==> config.mk <==
export PLATFORM = sky130hd
export DESIGN_NAME = oar_top
export DESIGN_NICKNAME = d
export VERILOG_FILES = /design/src/oar_pkg.sv /design/src/oar_skip_calc.sv /design/src/oar_top.sv
export VERILOG_INCLUDE_DIRS = /design/src
export SDC_FILE = /design/constraint.sdc
export NUM_CORES = 1
export LEC_CHECK = 0
export BUFFER_PORTS_ARGS = -buffer_cell sky130_fd_sc_hd__buf_2
export CORE_ASPECT_RATIO = 1.25
export CORE_MARGIN = 8
export CORE_UTILIZATION = 50
export CTS_CLUSTER_DIAMETER = 50
export CTS_CLUSTER_SIZE = 24
export DETAILED_ROUTE_END_ITERATION = 12
export PLACE_DENSITY = 0.81
export REMOVE_ABC_BUFFERS = 1
export SLEW_MARGIN = 10
export SYNTH_ARGS = -nofsm -noshare
export SYNTH_HDL_FRONTEND = slang
export SYNTH_SLANG_ARGS = --single-unit
==> constraint.sdc <==
create_clock -name MCLK_IN -period 2.5 [get_ports MCLK_IN]
set_input_delay 0.375 -clock MCLK_IN [delete_from_list [all_inputs] [get_ports MCLK_IN]]
set_output_delay 0.375 -clock MCLK_IN [all_outputs]
set_load 0.01 [all_outputs]
==> src/oar_consts.svh <==
// constants of the operand address resolver: register offsets, fields, ranges, timing
// assumes inclusion by bare name from the resolver top
`ifndef OAR_CONSTS_SVH
`define OAR_CONSTS_SVH

// ==========================================================
// register map (byte offsets on the plain register port)
`define OAR_ADDR_W          4
`define OAR_DATA_W          8
`define OAR_OFS_CTRL        4'h0
`define OAR_OFS_BANK_SEL    4'h1
`define OAR_OFS_CLK_CTRL    4'h2
`define OAR_OFS_STATUS      4'h3
`define OAR_OFS_LAST_BANK   4'h4

// ==========================================================
// fields and reset values
`define OAR_CTRL_BANK_EN    0
`define OAR_CTRL_EXT_MODE   1
`define OAR_CTRL_RST        2'h0
`define OAR_BANK_SEL_RST    4'h0
`define OAR_CLK_CTRL_RST    2'h0
`define OAR_STAT_ERR        0
`define OAR_STAT_SKIP_BUSY  1
`define OAR_STAT_VALID      2

// ==========================================================
// data memory banks and areas
`define OAR_BANK0           4'h0
`define OAR_BANK15          4'hf
`define OAR_BANK_MAX_LOW    4'h3
`define OAR_FMEM_HI_A       4'hb
`define OAR_FMEM_HI_B       4'hf
`define OAR_PMEM_HI         2'h3

// ==========================================================
// program memory areas
`define OAR_TOP_PAGE        3'h7
`define OAR_TOP_PAGE_END    12'hf7f
`define OAR_TADDR_MIN       8'h20
`define OAR_TADDR_MAX       8'h7f
`define OAR_REL_MIN         (-6'sd15)
`define OAR_REL_MAX_NEG     (-6'sd1)
`define OAR_REL_MIN_POS     6'sd2
`define OAR_REL_MAX         6'sd16

// ==========================================================
// machine cycle prescaler terminal counts (divisor less one) chosen by the clock control register
`define OAR_DIV0            4'h0
`define OAR_DIV1            4'h1
`define OAR_DIV2            4'h3
`define OAR_DIV3            4'hf

`endif

==> src/oar_pkg.sv <==
// types shared by the operand address resolver modules
// assumes no include file; only oar_top reads oar_consts.svh
package oar_pkg;

   // ==========================================================
   // operand kinds presented with a resolve request
   typedef enum logic [4:0] {
      OAR_K_MEM_DIRECT = 5'h00,
      OAR_K_MEM_PAIR8  = 5'h01,
      OAR_K_PTR_BANKED = 5'h02,
      OAR_K_PTR_BANK0  = 5'h03,
      OAR_K_FMEM       = 5'h04,
      OAR_K_PMEM       = 5'h05,
      OAR_K_CADDR      = 5'h06,
      OAR_K_REL        = 5'h07,
      OAR_K_FADDR      = 5'h08,
      OAR_K_TADDR      = 5'h09,
      OAR_K_ADDR14     = 5'h0a,
      OAR_K_ADDR15     = 5'h0b,
      OAR_K_TABLE_ROM  = 5'h0c,
      OAR_K_IMM4       = 5'h0d,
      OAR_K_IMM8       = 5'h0e,
      OAR_K_BITPOS     = 5'h0f,
      OAR_K_PAIR       = 5'h10,
      OAR_K_PAIR_NOACC = 5'h11
   } oar_kind_t;

   // ==========================================================
   // class of the instruction that follows a skip-capable one
   typedef enum logic [2:0] {
      OAR_C_ONE_BYTE   = 3'h0,
      OAR_C_TWO_BYTE   = 3'h1,
      OAR_C_ABS_BRANCH = 3'h2,
      OAR_C_EXT_BRANCH = 3'h3,
      OAR_C_ABS_CALL   = 3'h4,
      OAR_C_EXT_CALL   = 3'h5,
      OAR_C_TABLE_CALL = 3'h6
   } oar_iclass_t;

endpackage : oar_pkg

==> src/oar_skip_calc.sv <==
// fetch length and skip cost of one instruction class
// assumes a purely combinational use by the resolver top
`timescale 1ns/1ps
`default_nettype none

module oar_skip_calc
   import oar_pkg::*;
(
   input  wire oar_iclass_t iclass_in,
   input  wire logic        cond_in,
   output logic [1:0]       len_out,
   output logic [1:0]       skip_cycles_out
);

   wire three_byte;
   wire table_call;

   // ==========================================================
   // classification
   assign three_byte = (iclass_in == OAR_C_ABS_BRANCH) || (iclass_in == OAR_C_EXT_BRANCH) ||
                       (iclass_in == OAR_C_ABS_CALL) || (iclass_in == OAR_C_EXT_CALL);
   assign table_call = (iclass_in == OAR_C_TABLE_CALL);

   // table call length is irrelevant to the skip; report it as one byte
   assign len_out = three_byte ? 2'h3 :
                    (iclass_in == OAR_C_TWO_BYTE) ? 2'h2 : 2'h1;

   // ==========================================================
   // skip cost in machine cycles
   assign skip_cycles_out = !cond_in   ? 2'h0 :
                            table_call ? 2'h1 :
                            three_byte ? 2'h2 :
                                         2'h1;

endmodule : oar_skip_calc

`default_nettype wire

==> src/oar_top.sv <==
// operand address resolver: data bank/address and branch target resolution, skip timing
// assumes request inputs come from core logic on MCLK_IN, so they are not synchronised
`timescale 1ns/1ps
`default_nettype none

`include "oar_consts.svh"

module oar_top
   import oar_pkg::*;
(
   input  wire logic                    MCLK_IN,
   input  wire logic                    SYS_RST_IN,
   // register port
   input  wire logic [`OAR_ADDR_W-1:0]  REG_ADDR_IN,
   input  wire logic [`OAR_DATA_W-1:0]  REG_WDATA_IN,
   input  wire logic                    REG_WR_IN,
   input  wire logic                    REG_RD_IN,
   output logic      [`OAR_DATA_W-1:0]  REG_RDATA_OUT,
   // resolve request
   input  wire logic                    REQ_VALID_IN,
   input  wire oar_kind_t               REQ_KIND_IN,
   input  wire logic [15:0]             REQ_OPERAND_IN,
   input  wire logic [14:0]             REQ_PC_IN,
   input  wire logic [7:0]              REQ_PTR_IN,
   input  wire logic [3:0]              TBL_B_IN,
   input  wire logic [3:0]              TBL_C_IN,
   input  wire logic [7:0]              TBL_LOW_IN,
   // resolve answer
   output logic                         RES_VALID_OUT,
   output logic                         RES_ERR_OUT,
   output logic [3:0]                   RES_BANK_OUT,
   output logic [11:0]                  RES_DATA_ADDR_OUT,
   output logic [14:0]                  RES_PROG_ADDR_OUT,
   output logic [7:0]                   RES_IMM_OUT,
   output logic [1:0]                   RES_BIT_POS_OUT,
   output logic [2:0]                   RES_PAIR_OUT,
   // skip request
   input  wire logic                    SKIP_REQ_IN,
   input  wire logic                    SKIP_COND_IN,
   input  wire oar_iclass_t             SKIP_NEXT_CLASS_IN,
   output logic [1:0]                   SKIP_CYCLES_OUT,
   output logic [1:0]                   SKIP_NEXT_LEN_OUT,
   output logic                         SKIP_BUSY_OUT,
   output logic                         MCYCLE_TICK_OUT
);

   // ==========================================================
   // functions
   function automatic logic bank_legal(input logic [3:0] b);
      bank_legal = (b <= `OAR_BANK_MAX_LOW) || (b == `OAR_BANK15);
   endfunction : bank_legal

   function automatic logic rel_legal(input logic signed [5:0] d);
      rel_legal = ((d >= `OAR_REL_MIN) && (d <= `OAR_REL_MAX_NEG)) ||
                  ((d >= `OAR_REL_MIN_POS) && (d <= `OAR_REL_MAX));
   endfunction : rel_legal

   function automatic logic [3:0] div_of(input logic [1:0] sel);
      div_of = (sel == 2'h0) ? `OAR_DIV0 :
               (sel == 2'h1) ? `OAR_DIV1 :
               (sel == 2'h2) ? `OAR_DIV2 : `OAR_DIV3;
   endfunction : div_of

   // ==========================================================
   // software-visible state
   logic [1:0]  ctrl_reg;
   logic [1:0]  ctrl_next;
   logic [3:0]  bank_sel_reg;
   logic [3:0]  bank_sel_next;
   logic [1:0]  cpu_clock_ctrl_reg;
   logic [1:0]  cpu_clock_ctrl_next;
   logic [`OAR_DATA_W-1:0] rdata_reg;
   logic [`OAR_DATA_W-1:0] rdata_next;

   wire bank_enable_flag;
   wire extended_addressing_mode;
   wire wr_ctrl;
   wire wr_bank;
   wire wr_clk;

   assign bank_enable_flag         = ctrl_reg[`OAR_CTRL_BANK_EN];
   assign extended_addressing_mode = ctrl_reg[`OAR_CTRL_EXT_MODE];
   assign wr_ctrl = REG_WR_IN && (REG_ADDR_IN == `OAR_OFS_CTRL);
   assign wr_bank = REG_WR_IN && (REG_ADDR_IN == `OAR_OFS_BANK_SEL);
   assign wr_clk  = REG_WR_IN && (REG_ADDR_IN == `OAR_OFS_CLK_CTRL);

   // an illegal bank number is dropped so the bank register never holds one
   assign ctrl_next           = wr_ctrl ? REG_WDATA_IN[1:0] : ctrl_reg;
   assign bank_sel_next       = (wr_bank && bank_legal(REG_WDATA_IN[3:0])) ?
                                REG_WDATA_IN[3:0] : bank_sel_reg;
   assign cpu_clock_ctrl_next = wr_clk ? REG_WDATA_IN[1:0] : cpu_clock_ctrl_reg;

   // ==========================================================
   // machine cycle timebase
   logic [3:0] presc_reg;
   logic [3:0] presc_next;
   wire        mtick;

   assign mtick      = (presc_reg >= div_of(cpu_clock_ctrl_reg));
   assign presc_next = mtick ? 4'h0 : presc_reg + 4'h1;

   // ==========================================================
   // data memory resolution
   wire [7:0]  op8;
   wire [3:0]  active_data_bank;
   wire [3:0]  direct_bank;
   wire        fmem_ok;
   wire        pmem_ok;

   assign op8              = REQ_OPERAND_IN[7:0];
   assign active_data_bank = bank_enable_flag ? bank_sel_reg : `OAR_BANK0;
   assign direct_bank      = bank_enable_flag ? bank_sel_reg :
                             (op8[7] ? `OAR_BANK15 : `OAR_BANK0);
   assign fmem_ok = (op8[7:4] == `OAR_FMEM_HI_A) || (op8[7:4] == `OAR_FMEM_HI_B);
   assign pmem_ok = (op8[7:6] == `OAR_PMEM_HI);

   // ==========================================================
   // program memory resolution
   wire signed [5:0]  rel_d;
   wire        [14:0] rel_target;
   wire        [14:0] caddr_target;
   wire        [14:0] table_target;
   wire               caddr_ok;
   wire               taddr_ok;

   assign rel_d        = REQ_OPERAND_IN[5:0];
   assign rel_target   = REQ_PC_IN + {{9{rel_d[5]}}, rel_d};
   assign caddr_target = {REQ_PC_IN[14:12], REQ_OPERAND_IN[11:0]};
   assign caddr_ok     = (!REQ_PC_IN[14] || extended_addressing_mode) &&
                         !((REQ_PC_IN[14:12] == `OAR_TOP_PAGE) &&
                           (REQ_OPERAND_IN[11:0] > `OAR_TOP_PAGE_END));
   assign taddr_ok     = (op8 >= `OAR_TADDR_MIN) && (op8 <= `OAR_TADDR_MAX) &&
                         !op8[0];
   // the top bit of B does not reach the address
   assign table_target = {TBL_B_IN[2:0], TBL_C_IN, TBL_LOW_IN};

   // ==========================================================
   // result selection
   logic        err_c;
   logic [3:0]  bank_c;
   logic [11:0] daddr_c;
   logic [14:0] paddr_c;
   logic [7:0]  imm_c;
   logic [1:0]  bitpos_c;
   logic [2:0]  pair_c;

   always_comb begin
      err_c    = 1'b0;
      bank_c   = `OAR_BANK0;
      daddr_c  = 12'h000;
      paddr_c  = 15'h0000;
      imm_c    = 8'h00;
      bitpos_c = 2'h0;
      pair_c   = 3'h0;
      unique case (REQ_KIND_IN)
         OAR_K_MEM_DIRECT: begin
            bank_c  = direct_bank;
            daddr_c = {direct_bank, op8};
         end
         OAR_K_MEM_PAIR8: begin
            bank_c  = direct_bank;
            daddr_c = {direct_bank, op8[7:1], 1'b0};
            err_c   = op8[0];
         end
         OAR_K_PTR_BANKED: begin
            bank_c  = active_data_bank;
            daddr_c = {active_data_bank, REQ_PTR_IN};
         end
         OAR_K_PTR_BANK0: begin
            bank_c  = `OAR_BANK0;
            daddr_c = {`OAR_BANK0, REQ_PTR_IN};
         end
         OAR_K_FMEM: begin
            bank_c   = `OAR_BANK15;
            daddr_c  = {`OAR_BANK15, op8};
            bitpos_c = REQ_OPERAND_IN[9:8];
            err_c    = !fmem_ok;
         end
         OAR_K_PMEM: begin
            bank_c   = `OAR_BANK15;
            daddr_c  = {`OAR_BANK15, op8};
            bitpos_c = REQ_OPERAND_IN[9:8];
            err_c    = !pmem_ok;
         end
         OAR_K_CADDR: begin
            paddr_c = caddr_target;
            err_c   = !caddr_ok;
         end
         OAR_K_REL: begin
            paddr_c = rel_target;
            err_c   = !rel_legal(rel_d);
         end
         OAR_K_FADDR: begin
            paddr_c = {4'h0, REQ_OPERAND_IN[10:0]};
         end
         OAR_K_TADDR: begin
            paddr_c = {7'h00, op8};
            err_c   = !taddr_ok;
         end
         OAR_K_ADDR14: begin
            paddr_c = {1'b0, REQ_OPERAND_IN[13:0]};
         end
         OAR_K_ADDR15: begin
            paddr_c = REQ_OPERAND_IN[14:0];
            err_c   = !extended_addressing_mode;
         end
         OAR_K_TABLE_ROM: begin
            paddr_c = table_target;
            err_c   = !extended_addressing_mode;
         end
         OAR_K_IMM4: begin
            imm_c = {4'h0, REQ_OPERAND_IN[3:0]};
         end
         OAR_K_IMM8: begin
            imm_c = op8;
         end
         OAR_K_BITPOS: begin
            bitpos_c = REQ_OPERAND_IN[1:0];
         end
         OAR_K_PAIR: begin
            pair_c = REQ_OPERAND_IN[2:0];
         end
         OAR_K_PAIR_NOACC: begin
            pair_c = REQ_OPERAND_IN[2:0];
            err_c  = (REQ_OPERAND_IN[2:0] == 3'h0);
         end
         default: begin
            err_c = 1'b1;
         end
      endcase
   end

   // ==========================================================
   // skip timing
   logic [1:0] skip_cnt_reg;
   logic [1:0] skip_cnt_next;
   wire  [1:0] skip_cycles_c;
   wire  [1:0] skip_len_c;

   oar_skip_calc u_skip_calc (
      .iclass_in       (SKIP_NEXT_CLASS_IN),
      .cond_in         (SKIP_COND_IN),
      .len_out         (skip_len_c),
      .skip_cycles_out (skip_cycles_c)
   );

   // a new request restarts the count; the old one is assumed finished by then
   assign skip_cnt_next = SKIP_REQ_IN ? skip_cycles_c :
                          ((mtick && (skip_cnt_reg != 2'h0)) ? skip_cnt_reg - 2'h1 :
                                                               skip_cnt_reg);

   // ==========================================================
   // register read decode
   assign rdata_next =
      !REG_RD_IN                          ? 8'h00 :
      (REG_ADDR_IN == `OAR_OFS_CTRL)      ? {6'h00, ctrl_reg} :
      (REG_ADDR_IN == `OAR_OFS_BANK_SEL)  ? {4'h0, bank_sel_reg} :
      (REG_ADDR_IN == `OAR_OFS_CLK_CTRL)  ? {6'h00, cpu_clock_ctrl_reg} :
      (REG_ADDR_IN == `OAR_OFS_STATUS)    ? {5'h00, RES_VALID_OUT, SKIP_BUSY_OUT, RES_ERR_OUT} :
      (REG_ADDR_IN == `OAR_OFS_LAST_BANK) ? {4'h0, RES_BANK_OUT} : 8'h00;

   // ==========================================================
   // flip-flops
   always_ff @(posedge MCLK_IN) begin
      if (SYS_RST_IN) begin
         ctrl_reg           <= `OAR_CTRL_RST;
         bank_sel_reg       <= `OAR_BANK_SEL_RST;
         cpu_clock_ctrl_reg <= `OAR_CLK_CTRL_RST;
         rdata_reg          <= 8'h00;
         presc_reg          <= 4'h0;
         skip_cnt_reg       <= 2'h0;
      end else begin
         ctrl_reg           <= ctrl_next;
         bank_sel_reg       <= bank_sel_next;
         cpu_clock_ctrl_reg <= cpu_clock_ctrl_next;
         rdata_reg          <= rdata_next;
         presc_reg          <= presc_next;
         skip_cnt_reg       <= skip_cnt_next;
      end
   end

   always_ff @(posedge MCLK_IN) begin
      if (SYS_RST_IN) begin
         RES_VALID_OUT     <= 1'b0;
         RES_ERR_OUT       <= 1'b0;
         RES_BANK_OUT      <= `OAR_BANK0;
         RES_DATA_ADDR_OUT <= 12'h000;
         RES_PROG_ADDR_OUT <= 15'h0000;
         RES_IMM_OUT       <= 8'h00;
         RES_BIT_POS_OUT   <= 2'h0;
         RES_PAIR_OUT      <= 3'h0;
      end else begin
         RES_VALID_OUT <= REQ_VALID_IN;
         if (REQ_VALID_IN) begin
            RES_ERR_OUT       <= err_c;
            RES_BANK_OUT      <= bank_c;
            RES_DATA_ADDR_OUT <= daddr_c;
            RES_PROG_ADDR_OUT <= paddr_c;
            RES_IMM_OUT       <= imm_c;
            RES_BIT_POS_OUT   <= bitpos_c;
            RES_PAIR_OUT      <= pair_c;
         end
      end
   end

   always_ff @(posedge MCLK_IN) begin
      if (SYS_RST_IN) begin
         SKIP_CYCLES_OUT   <= 2'h0;
         SKIP_NEXT_LEN_OUT <= 2'h0;
      end else if (SKIP_REQ_IN) begin
         SKIP_CYCLES_OUT   <= skip_cycles_c;
         SKIP_NEXT_LEN_OUT <= skip_len_c;
      end
   end

   assign REG_RDATA_OUT   = rdata_reg;
   assign SKIP_BUSY_OUT   = (skip_cnt_reg != 2'h0);
   assign MCYCLE_TICK_OUT = mtick;

endmodule : oar_top

`default_nettype wire

# ---- After elaboration in Yosys (flattened, before gate mapping)
# Index checks and enable logic that the tools add are counted.
# Widths: inputs -> output; s select.
dict set report op_classes {
  n_mux 25
  eq_ne 34
  addsub 3
  reduce_logical 42
  bitwise_logic 1
  order_cmp 9
}
# cell count
set ops {}
lappend ops {{$pmux 15 s7} 1}
lappend ops {{$pmux 12 s5} 1}
lappend ops {{$eq 5x4->1 const B} 8}
lappend ops {{$mux 4} 10}
lappend ops {{$eq 5x3->1 const B} 4}
lappend ops {{$mux 2} 8}
lappend ops {{$pmux 8 s2} 1}
lappend ops {{$add 15x15->15} 1}
lappend ops {{$eq 3x3->1 const B} 4}
lappend ops {{$eq 4x4->1 const B} 3}
lappend ops {{$gt 12x12->1 const B} 1}
lappend ops {{$pmux 4 s3} 1}
lappend ops {{$reduce_or 2->1} 6}
lappend ops {{$logic_and 1x1->1} 11}
lappend ops {{$eq 5x2->1 const B} 2}
lappend ops {{$eq 5x5->1 const B} 2}
lappend ops {{$logic_not 1->1} 9}
lappend ops {{$pmux 1 s9} 1}
lappend ops {{$reduce_or 9->1} 1}
lappend ops {{$eq 4x2->1 const B} 2}
lappend ops {{$ge 8x6->1 const B} 1}
lappend ops {{$le 8x7->1 const B} 1}
lappend ops {{$logic_or 1x1->1} 7}
lappend ops {{$eq 3x2->1 const B} 2}
lappend ops {{24 further kinds} 26}
dict set report word_totals {
  wordCells 132
  out_inout_bits 60
  inputBits 82
  reg_bits 72
}

# ---- Depth between registers and ports, before layout
# Gate-level depths: netlist of run 1.
dict set report depth {
  word_depth 8
  mapped_depth 9
  depth_no_buf 9
}

# ---- Modules after synthesis
# Synthesis of run 1 repeated with hierarchy kept, for this count alone.
dict set report hier_totals {
  cells_unflattened 521
  hier_area_um2 4115.2
}
# module cells_each seq_area_each_um2 n_inst area_per_inst_um2
set by_module_without_submodules {}
lappend by_module_without_submodules {oar_top 514 1361.3 1 4076.4}
lappend by_module_without_submodules {oar_skip_calc 7 0.0 1 38.8}

# ---- Worst setup path before layout of run 1
# No wires, ideal clock.
dict set report synth_timing {
  path_kind {input-to-reg}
  start {in REQ_OPERAND_IN[0]}
  end {reg RES_PROG_ADDR_OUT[10]}
  arrival_ps 1996
  cell_stages 9
  setup_time_ps 130
  n_path_buf 0
  required_ps 2370
  slack_ps 374
  path_cell_list {ha_1 > fa_1 > a21o_1 > a221oi_2 > nand3b_4 > a31oi_1 > nor2_1 > xor2_1 > o22ai_1}
}
dict set report synth_via {
  elab_chain_cells 2
}
# item line
set synth_rtl {}
lappend synth_rtl {{start: declaration} oar_top.sv:22} ;# input wire logic [15:0] REQ_OPERAND_IN,
lappend synth_rtl {{$add 15x15->15} oar_top.sv:127} ;# assign rel_target = REQ_PC_IN + {{9{rel_d[5]}}, rel_d};
lappend synth_rtl {{$pmux 15 s7} oar_top.sv:155} ;# unique case (REQ_KIND_IN)
lappend synth_rtl {{end signal: assignment} oar_top.sv:298} ;# RES_PROG_ADDR_OUT <= paddr_c;
lappend synth_rtl {{end: declaration} oar_top.sv:33} ;# output logic [14:0] RES_PROG_ADDR_OUT,
# Every way passes these cells.
# A chain may end at the register's enable or synchronous reset.

# ---- Worst setup path in the final report of run 1
dict set report layout_timing {
  start {reg cpu_clock_ctrl_reg[0]}
  end {out MCYCLE_TICK_OUT}
}
dict set report layout_via {
  elab_chain_cells 5
  word_cells_on_any_way 7
  cone_classes {1 x order compare; 2 x eq/ne; 3 x mux; 1 x reduce/logical}
}
# item line
set layout_rtl {}
lappend layout_rtl {{start: declaration} oar_top.sv:70} ;# logic [1:0] cpu_clock_ctrl_reg;
lappend layout_rtl {{start signal: assignment} oar_top.sv:268} ;# cpu_clock_ctrl_reg <= `OAR_CLK_CTRL_RST;
lappend layout_rtl {{start signal: assignment} oar_top.sv:275} ;# cpu_clock_ctrl_reg <= cpu_clock_ctrl_next;
lappend layout_rtl {{$eq 2x2->1} oar_top.sv:61} ;# (sel == 2'h2) ? `OAR_DIV2 : `OAR_DIV3;
lappend layout_rtl {{$mux 4 (no source line) (2 in series)} -}
lappend layout_rtl {{$mux 4 (no source line) *} -}
lappend layout_rtl {{$ge 4x4->1 *} oar_top.sv:99} ;# assign mtick = (presc_reg >= div_of(cpu_clock_ctrl_reg));
lappend layout_rtl {{end: declaration} oar_top.sv:44} ;# output logic MCYCLE_TICK_OUT
# Every way passes the cells marked *; elsewhere a longest branch is shown, timed or not.

==> results of run 1 <==
[worst min-delay path by stage]
stage	startpoint	depth (start not counted)	slack, ns	end
2_1_floorplan	presc_reg[0]$_SDFF_PP0_	1	0.43	presc_reg[0]$_SDFF_PP0_
3_3_place_gp	presc_reg[0]$_SDFF_PP0_	1	0.44	presc_reg[0]$_SDFF_PP0_
3_5_place_dp	RES_DATA_ADDR_OUT[10]$_SDFFE_PP0P_	2	0.45	RES_DATA_ADDR_OUT[10]$_SDFFE_PP0P_
4_1_cts	REG_ADDR_IN[1]	2	0.28	REG_RDATA_OUT[3]$_SDFF_PP0_
5_1_grt	REG_ADDR_IN[1]	2	0.29	REG_RDATA_OUT[3]$_SDFF_PP0_
6_report	REG_ADDR_IN[1]	2	0.30	REG_RDATA_OUT[3]$_SDFF_PP0_
[cells in the final DEF (no fill, tap or decap), types with 9 or more instances in the layout]
cell	Yosys	final
a21o_1	10	10
a21oi_1	40	40
a22oi_1	25	25
buf_2	5	131
buf_4	6	14
clkbuf_8	0	9
dfxtp_1	68	66
ha_1	20	20
inv_1	19	19
nand2_1	61	61
nand3_1	15	15
nor2_1	44	44
nor2b_1	9	9
nor3_1	10	10
o21ai_0	23	23
xnor2_1	12	12
[metal layers]
layer | part of all wire [%] | vias up | GRT usage (%)
met5 | 0 | - | 0
met4 | 1.4 | 0 | 7.503
met2 | 50 | 217 | 37.01
met1 | 39 | 1965 | 23.55
met3 | 9.6 | 16 | 5.531
li1 | - | 2047 | -
[where the power goes]
part           internal (mW)  switching, mW  total [mW]
Sequential              1.10         0.0106        1.11
Combinational          0.215          0.296       0.510
Clock                  0.457          0.423       0.880
[layout make-up]
class,count,share of cell area [%]
tap,95,2.398
timing repair buffer,145,15.35
clock buffer,9,2.499
inverter,20,1.515
clock inverter,7,1.363
sequential,68,27.52
multi-input combinational,379,49.36
[stage by stage]
stage	TNS [ns]	util (%)	setup WS [ns]	instance area (um^2)	cells
finish	0	63.60	0.1069	4956	723
global route	-0.01292	63.60	-0.01292	4956	723
CTS	0	63.38	0.04285	4938	721
detailed placement	0	60.92	0.05844	4747	705
global placement	0	60.92	0.1158	4747	705
floorplan	0	-	0.3758	3882	467
[worst max-delay path, delay by kind of cell, from the launching register on]
kind	cells	cell delay [ns]
AOI/OAI and AO/OA	3	0.51
adders and majority gates	1	0.27
buffers and inverters	1	0.14
DFF	1	0.33
and+or+nand+nor	2	0.43
[cell families (layout without fill, tap and decap cells)]
| logic type | Yosys count | after routing | share of synthesized area (%) |
|---|---|---|---|
| flip-flops | 68 | 68 | 33.83 |
| buffers and inverters | 53 | 181 | 5.659 |
| multiplexers | 7 | 7 | 1.741 |
| other | 1 | 4 | 0.09319 |
| XOR/XNOR | 20 | 20 | 4.353 |
| adder cells (fa/ha/maj) | 21 | 21 | 6.716 |
| AND/OR/NAND/NOR | 173 | 173 | 20.65 |
| AO/OA/AOI/OAI | 154 | 154 | 26.96 |
[repair_timing]
action	4_1_cts	5_1_grt
buffers inserted	0	2
endpoints found under the setup margin	0	1
gates resized for setup	0	2
==> results by stage, run 1 <==
Route:
- After detailed routing, the number of vias per cell comes to between 5 and 6.
- In this run the remaining antenna-violating nets after routing total 0.
- Wires add up to 12030 um.
- The number of DRC violations after detailed-routing iteration 0 is 241.
- Before antenna repair, the detailed router went through 5 iterations.
- After detailed routing, the number of remaining DRC violations is 0.
- After detailed routing, the average wire length per cell comes to 16.64 um.
- The routed layout has ~4200 vias.

Global routing:
- Entering global routing, the biggest net connects 31 pins.
- The via count of the first global-routing pass is 4129.
- The number of antenna violations at the first check in global routing is 0.
- The first global-routing pass estimated 18830 um of wire.
- After global routing the overflow that remains totals 0.
- For this run, the total global-route usage over all layers was measured as 21.04%.

Clocking:
- The root buffer cell is clkbuf_8.
- The H-tree level count is 3.
- The clock reaches the later pin of the worst-skew pair after 0.34 ns.
- TritonCTS built the clock tree.
- In this run, CTS created clock tree buffers numbering 9.
- Clock-pin slew was measured on the worst setup and hold paths at about 0.08 ns.
- The maximum root-to-sink buffer count is 2.
- The clock net sink count is 68.
- The cts-stage hold buffer count is 0.

STA:
- The final number of hold-violating endpoints came to 0.
- The pin slew with the least headroom to its limit is 0.7515 ns.
- Measured against its own limit, the worst slew margin works out to ~49%.
- The final hold slack is 0.2993 ns.
- The fraction of the cycle the final worst path needs is 95.72%.
- For this run, the top clock speed supported by timing is 417.9 MHz.
- Setup violations remaining at the end of the flow were counted as 0.
- The number of max-slew violations in the final report is 0.
- Counting I/O delays and the setup requirement, the final critical path takes 2.393 ns.
- Clock skew on the completed layout was measured at 0.005387 ns.

Worst setup path:
- The logic depth of the worst register-to-register path is 9.
- The capturing element of the worst setup path is MCYCLE_TICK_OUT.
- STA puts the critical path data required time at approximately 2.1 ns.
- The largest single stage delay on the critical path is between 0.3 and 0.4 ns.
- The launch point of the worst reg-to-reg path is cpu_clock_ctrl_reg[0]$_SDFFE_PP0P_.
- In this run the worst setup path begins at cpu_clock_ctrl_reg[0]$_SDFFE_PP0P_.
- The critical path startpoint category is a register.
- In this run the worst path has a maximum fanout of 3.
- The critical-path cell with the highest stage delay is dfxtp_2.
- The arrival time reported for the critical path endpoint is 2.02 ns.
- By startpoint and endpoint, the worst setup path is classified as reg -> out.
- In this run the critical register-to-register path is captured at skip_cnt_reg[1]$_SDFFE_PP0P_.
- The most numerous cell type found on the critical path is a21o_1.
- The worst setup path is captured at a primary output.
- In this run the register-to-register setup slack is roughly 0.33 ns.
- The signal on the critical path passes through or2_2 > ha_1 > nand2b_1 > a21o_1 > a21o_1 > a21o_1 > buf_2.

Yosys:
- The library cell with the largest summed area after synthesis is dfxtp_1.
- The most frequent cell after synthesis is dfxtp_1.
- The count of mapped cells out of synthesis is 497.
- The mean instance size in the synthesized netlist is just over 8 um^2.
- By area the synthesized netlist is led by dfxtp_1 34%, ha_1 6.2%, nand2_1 5.7%.
- The Yosys step of the flow raised 0 warnings.
- The fraction of registers with async set/reset is 0%.
- Sequential elements use 33.83% of the synthesized area.
- In this run the biggest area consumer among cell types represents between 30 and 40% of the synthesized area.
- The commonest register cell after synthesis is dfxtp_1.
- After synthesis, the most frequently instantiated cells are 68 x dfxtp_1, 61 x nand2_1, 44 x nor2_1, 40 x a21oi_1, 25 x a22oi_1.
- The count of unique library cells instantiated by Yosys is between 60 and 70.
- The cell area after synthesis is just over 4000 um^2.
- The synthesized design contains 0 enable-type register cells.
- The flop and latch count out of synthesis is slightly below 70.

Layout:
- The layout overhead on the synthesized area is 23.17%.
- The number of nets in the finished design is 726.
- The antenna diode count is 0.
- The layout filler cell count is about 670.
- Ranked by flip-flop count, first place goes to RES_PROG_ADDR_OUT.
- Summing all flip-flop and latch instances after layout gives between 1000 and 1500 um^2.
- The register with the most flip-flops in the layout has 15 of them.
- In the final layout, the multi-input gates occupy around 2400 um^2.
- In the final layout, the registers with the most flip-flops are RES_PROG_ADDR_OUT x15, RES_DATA_ADDR_OUT x12, RES_IMM_OUT x8.
- Of the cells placed in the final design, the portion with a size suffix greater than 1 is about 30%.

Die:
- The effective utilization at floorplan is 51.64%.
- Measured along the y axis, the die boundary spans 116.3 um.
- The floorplan row count is 36.
- The area of the core is about 8000 um^2.
- 142 I/O pins were placed.
- The floorplan step defined a die boundary enclosing 11190 um^2.
- The die is roughly 96 um wide.

Run:
- Across the run, the number of max-cap violations was 0.

Min path:
- The type of the most critical hold path is in -> reg.

Placed design:
- The last weighted congestion value of the routability-driven placer is 0.9067.
- The number of buffers inserted by port buffering is 131.
- The placed wire-length estimate after detailed placement is between 9000 and 10000 um.

Power and ir drop:
- The maximum resistive drop on vdd is between 0.3 and 0.4 mV.
- For this design the static power due to leakage is between 2 and 2.5 nW.
- Total power for the finished layout comes to 2.501 mW.
- In this run the power density over the cells is about 500 nW/um^2.

Run status:
- The flow ran to the end, and the final reports show no timing, DRC or antenna violations.
No activity file was read; power rests on OpenSTA's default activity.
==> run 2, diff against run 1 <==
==> constraint.sdc (replaced) <==
create_clock -name MCLK_IN -period 2.5 [get_ports MCLK_IN]
set_input_delay 0.625 -clock MCLK_IN [delete_from_list [all_inputs] [get_ports MCLK_IN]]
set_output_delay 0.625 -clock MCLK_IN [all_outputs]
set_load 0.01 [all_outputs]
==> results by stage, run 2 (same netlist as run 1, synthesis figures left out) <==
STA:
- The clock period minus final worst setup slack is 2.498 ns.
- The post-route clock skew is 0.007793 ns.
- In the finished design, the share of the clock period the worst path needs comes to 99.92%.
- Based on the critical path, the design can be clocked at up to 400.3 MHz.
- For the pin with the worst max-slew slack, the measured transition is 0.5851 ns.
- The number of max-slew violations in the final report was 0.
- Setup repair after global routing could not meet its margin everywhere.
- The final total negative setup slack is 0 ns.
- The final number of hold-violating endpoints came to 0.
- Setup violations remaining at the end of the flow were counted as 0.
- In this run the tightest slew margin relative to its limit is ~60%.

Worst setup path:
- The maximum net fanout on the critical path is 2.
- The category of cells accounting for the largest share of critical-path delay is compound AO/OA/AOI/OAI gates.
- Counting both buffers and inverters, the worst setup path holds a total of 1.
- The critical path startpoint category is a register.
- The capturing element of the worst setup path is MCYCLE_TICK_OUT.
- The count of cell instances traversed by the critical path is 7.
- Among the stages of the critical path, the cell type that occurs most often is a21o_1.
- In this run the critical register-to-register path is launched from cpu_clock_ctrl_reg[1]$_SDFFE_PP0P_.
- Traced cell by cell, the critical path runs through or2_4 > ha_4 > nand2b_4 > a21o_1 > a21o_1 > a21o_1 > buf_2.
- The largest individual stage delay along the critical path comes from the cell dfxtp_2.
- The delay of the slowest cell on the worst path is about 0.33 ns.
- The arrival time reported for the critical path endpoint is 1.87 ns.
- STA puts the critical path data required time at between 1.5 and 2 ns.
- Counting cells, the worst reg-to-reg path comes to 10.
- The critical path is of the reg -> out type.
- The launching element of the worst setup path is cpu_clock_ctrl_reg[1]$_SDFFE_PP0P_.
- The register-to-register setup slack is 0.36 ns.
- STA classifies the critical path endpoint as a primary output.
- The endpoint identified for the worst register-to-register timing path is skip_cnt_reg[1]$_SDFFE_PP0P_.

Clocking:
- Clock-pin slew was measured on the worst setup and hold paths at approximately 0.07 ns.
- The maximum root-to-sink buffer count is 2.
- The tree built by TritonCTS fans out to 68 sinks.
- The source-to-sink clock delay at the later pin of the worst-skew pair is 0.35 ns.
- The number of buffers inserted during clock tree synthesis is 9.
- The cts-stage hold buffer count is 0.
- The root buffer cell is clkbuf_8.
- The TritonCTS clock tree is yes.
- The H-tree level count is 3.

Power and ir drop:
- Of the total power, the clock network draws 34.7%.
- The proportion of power drawn by flip-flops and latches is about 44%.
- Net switching is 28.81% of the power.
- Per report_power, the combinational group accounts for between 20% and 30% of the total.
- The internal cell power is 1.789 mW.
- Across the VDD grid, the largest voltage drop is 0.3216 mV.
- Summed over all nets, the switching power comes to 0.7241 mW.
- For this design the static power due to leakage is approximately 2.2 nW.
- Dividing total power by cell area gives a power density of 495.7 nW/um^2.

Route:
- The number of DRC violations after detailed-routing iteration 0 is 248.
- The number of nets with antenna violations after routing is 0.
- The first TritonRoute pass finished after 5 iterations.
- Summed over all nets, wire length on met2 after detailed routing comes to 6215 um.
- For this run, design rule violations remaining after detail routing come to 0.
- The post-detailed-routing wire length is between 10000 and 15000 um.
- Routed signal wires occupy layers up through met4.
- Summed over all nets, wire length on met3 after detailed routing comes to 1063 um.
- The total via count after detailed routing is 4264.
- The detailed-routing wirelength on met1 is 4772 um.
- In the final routed layout, each cell accounts on average for 16.68 um.
- The via-per-instance ratio is slightly below 6.

Layout:
- The number of flip-flops in the largest register is 15.
- The layout overhead on the synthesized area is 26.03%.
- Leaving out fill and tap cells, the most frequent cell in the layout is buf_2.
- The top cell types in the final layout, fill and taps aside, are 131 x buf_2, 66 x dfxtp_1, 61 x nand2_1, 44 x nor2_1, 40 x a21oi_1.
- Cells with a size suffix above 1 make up a little under a third of the layout.
- The number of nets in the finished design is around 740.
- The layout filler cell count is 682.
- The multi-input combinational cell area is 2469 um^2.
- The share of the core filled with cells is 65.08%.
- Summing all flip-flop and latch instances after layout gives ~1400 um^2.
- The largest register by flop count is RES_PROG_ADDR_OUT.
- In the final layout, the registers with the most flip-flops are RES_PROG_ADDR_OUT x15, RES_DATA_ADDR_OUT x12, RES_IMM_OUT x8.

Die:
- The area of the core is slightly below 8000 um^2.
- After floorplanning, the core was divided into 36 placement rows.
- The die is 96.24 um wide.
- The die covers 11190 um^2.
- The effective utilization at floorplan is approximately half.
- The floorplan step set the die height to 116.3 um.
- The boundary pin count is 142.

Min path:
- The tightest min-delay check is of the reg -> reg type.

Global routing:
- The number of antenna violations at the first check in global routing is 1.
- The first-pass GRT wire length is 19530 um.
- For this run the aggregate overflow at the end of global routing stands at 0.
- Entering global routing, the biggest net connects 25 pins.
- The via count of the first global-routing pass is 4287.
- Global routing used 21.90% of the available tracks across all layers.

Placed design:
- The HPWL after detailed placement is 9598 um.
- The number of buffers inserted by port buffering is 131.
- The last weighted congestion value of the routability-driven placer is 0.9018.

Run status:
- The run finished with clean final reports.

Run:
- The number of max-cap violations is 0.
-- run 2: metrics by stage --
step | total power, mW | cells | hold slack (ns) | worst slack, ns | cell area, um^2
after CTS | 2.520 | 736 | 0.4645 | 0.02075 | 5069
after detailed placement | 1.656 | 717 | 0.4544 | -0.1305 | 4837
final | 2.514 | 737 | 0.4607 | 0.001999 | 5071
after global routing | 2.625 | 737 | 0.4778 | -0.06051 | 5071
after global placement | 1.641 | 717 | 0.4448 | -0.09291 | 4837
after floorplan | 1.424 | 467 | 0.4297 | 0.1311 | 3882
-- run 2: worst register-to-register path: cells and delay by family, from the launching register on --
kind	cells	cell delay, ns
adders and majority gates	1	0.21
and+or+nand+nor	3	0.54
buffers and inverters	1	0.13
DFF	1	0.33
AOI/OAI and AO/OA	5	0.84
-- run 2: power groups by stage --
stage | clock network (mW) | registers [mW] | logic, mW
floorplan | 0 | 1.14 | 0.283
global placement | 0 | 1.14 | 0.505
detailed placement | 0 | 1.14 | 0.520
CTS | 0.884 | 1.11 | 0.525
global route | 0.932 | 1.11 | 0.580
finish | 0.872 | 1.11 | 0.530
-- run 2: layout make-up --
class / count / share of cell area, %
diodes: 1 / 0.04935
clock buffers: 11 / 2.591
clock inverters: 5 / 1.036
inverters: 20 / 1.480
multi-input cells: 379 / 48.68
flip-flops and latches: 68 / 26.89
well taps: 95 / 2.344
repair buffers: 158 / 16.93
-- run 2: worst min path at each step --
| stage | start | cells after the start | end |
|---|---|---|---|
| 3_5_place_dp | RES_IMM_OUT[1]$_SDFFE_PP0P_ | 2 | RES_IMM_OUT[1]$_SDFFE_PP0P_ |
| 3_3_place_gp | RES_DATA_ADDR_OUT[10]$_SDFFE_PP0P_ | 2 | RES_DATA_ADDR_OUT[10]$_SDFFE_PP0P_ |
| 2_1_floorplan | presc_reg[0]$_SDFF_PP0_ | 1 | presc_reg[0]$_SDFF_PP0_ |
| 6_report | RES_PAIR_OUT[2]$_SDFFE_PP0P_ | 2 | RES_PAIR_OUT[2]$_SDFFE_PP0P_ |
| 5_1_grt | RES_DATA_ADDR_OUT[10]$_SDFFE_PP0P_ | 2 | RES_DATA_ADDR_OUT[10]$_SDFFE_PP0P_ |
| 4_1_cts | RES_IMM_OUT[1]$_SDFFE_PP0P_ | 2 | RES_IMM_OUT[1]$_SDFFE_PP0P_ |
-- run 2: per-layer routing --
| layer | global-route usage, % | vias to the layer above |
|---|---|---|
| li1 | - | 2070 |
| met1 | 23.88 | 1982 |
| met2 | 38.96 | 187 |
| met3 | 4.887 | 25 |
| met4 | 9.866 | 0 |
| met5 | 0 | - |
-- run 2: what timing repair did --
action                     in CTS  in global routing
pin swaps                       4                  0
setup endpoints to repair       1                  1
buffers inserted                3                  0
gates resized for setup         5                  0
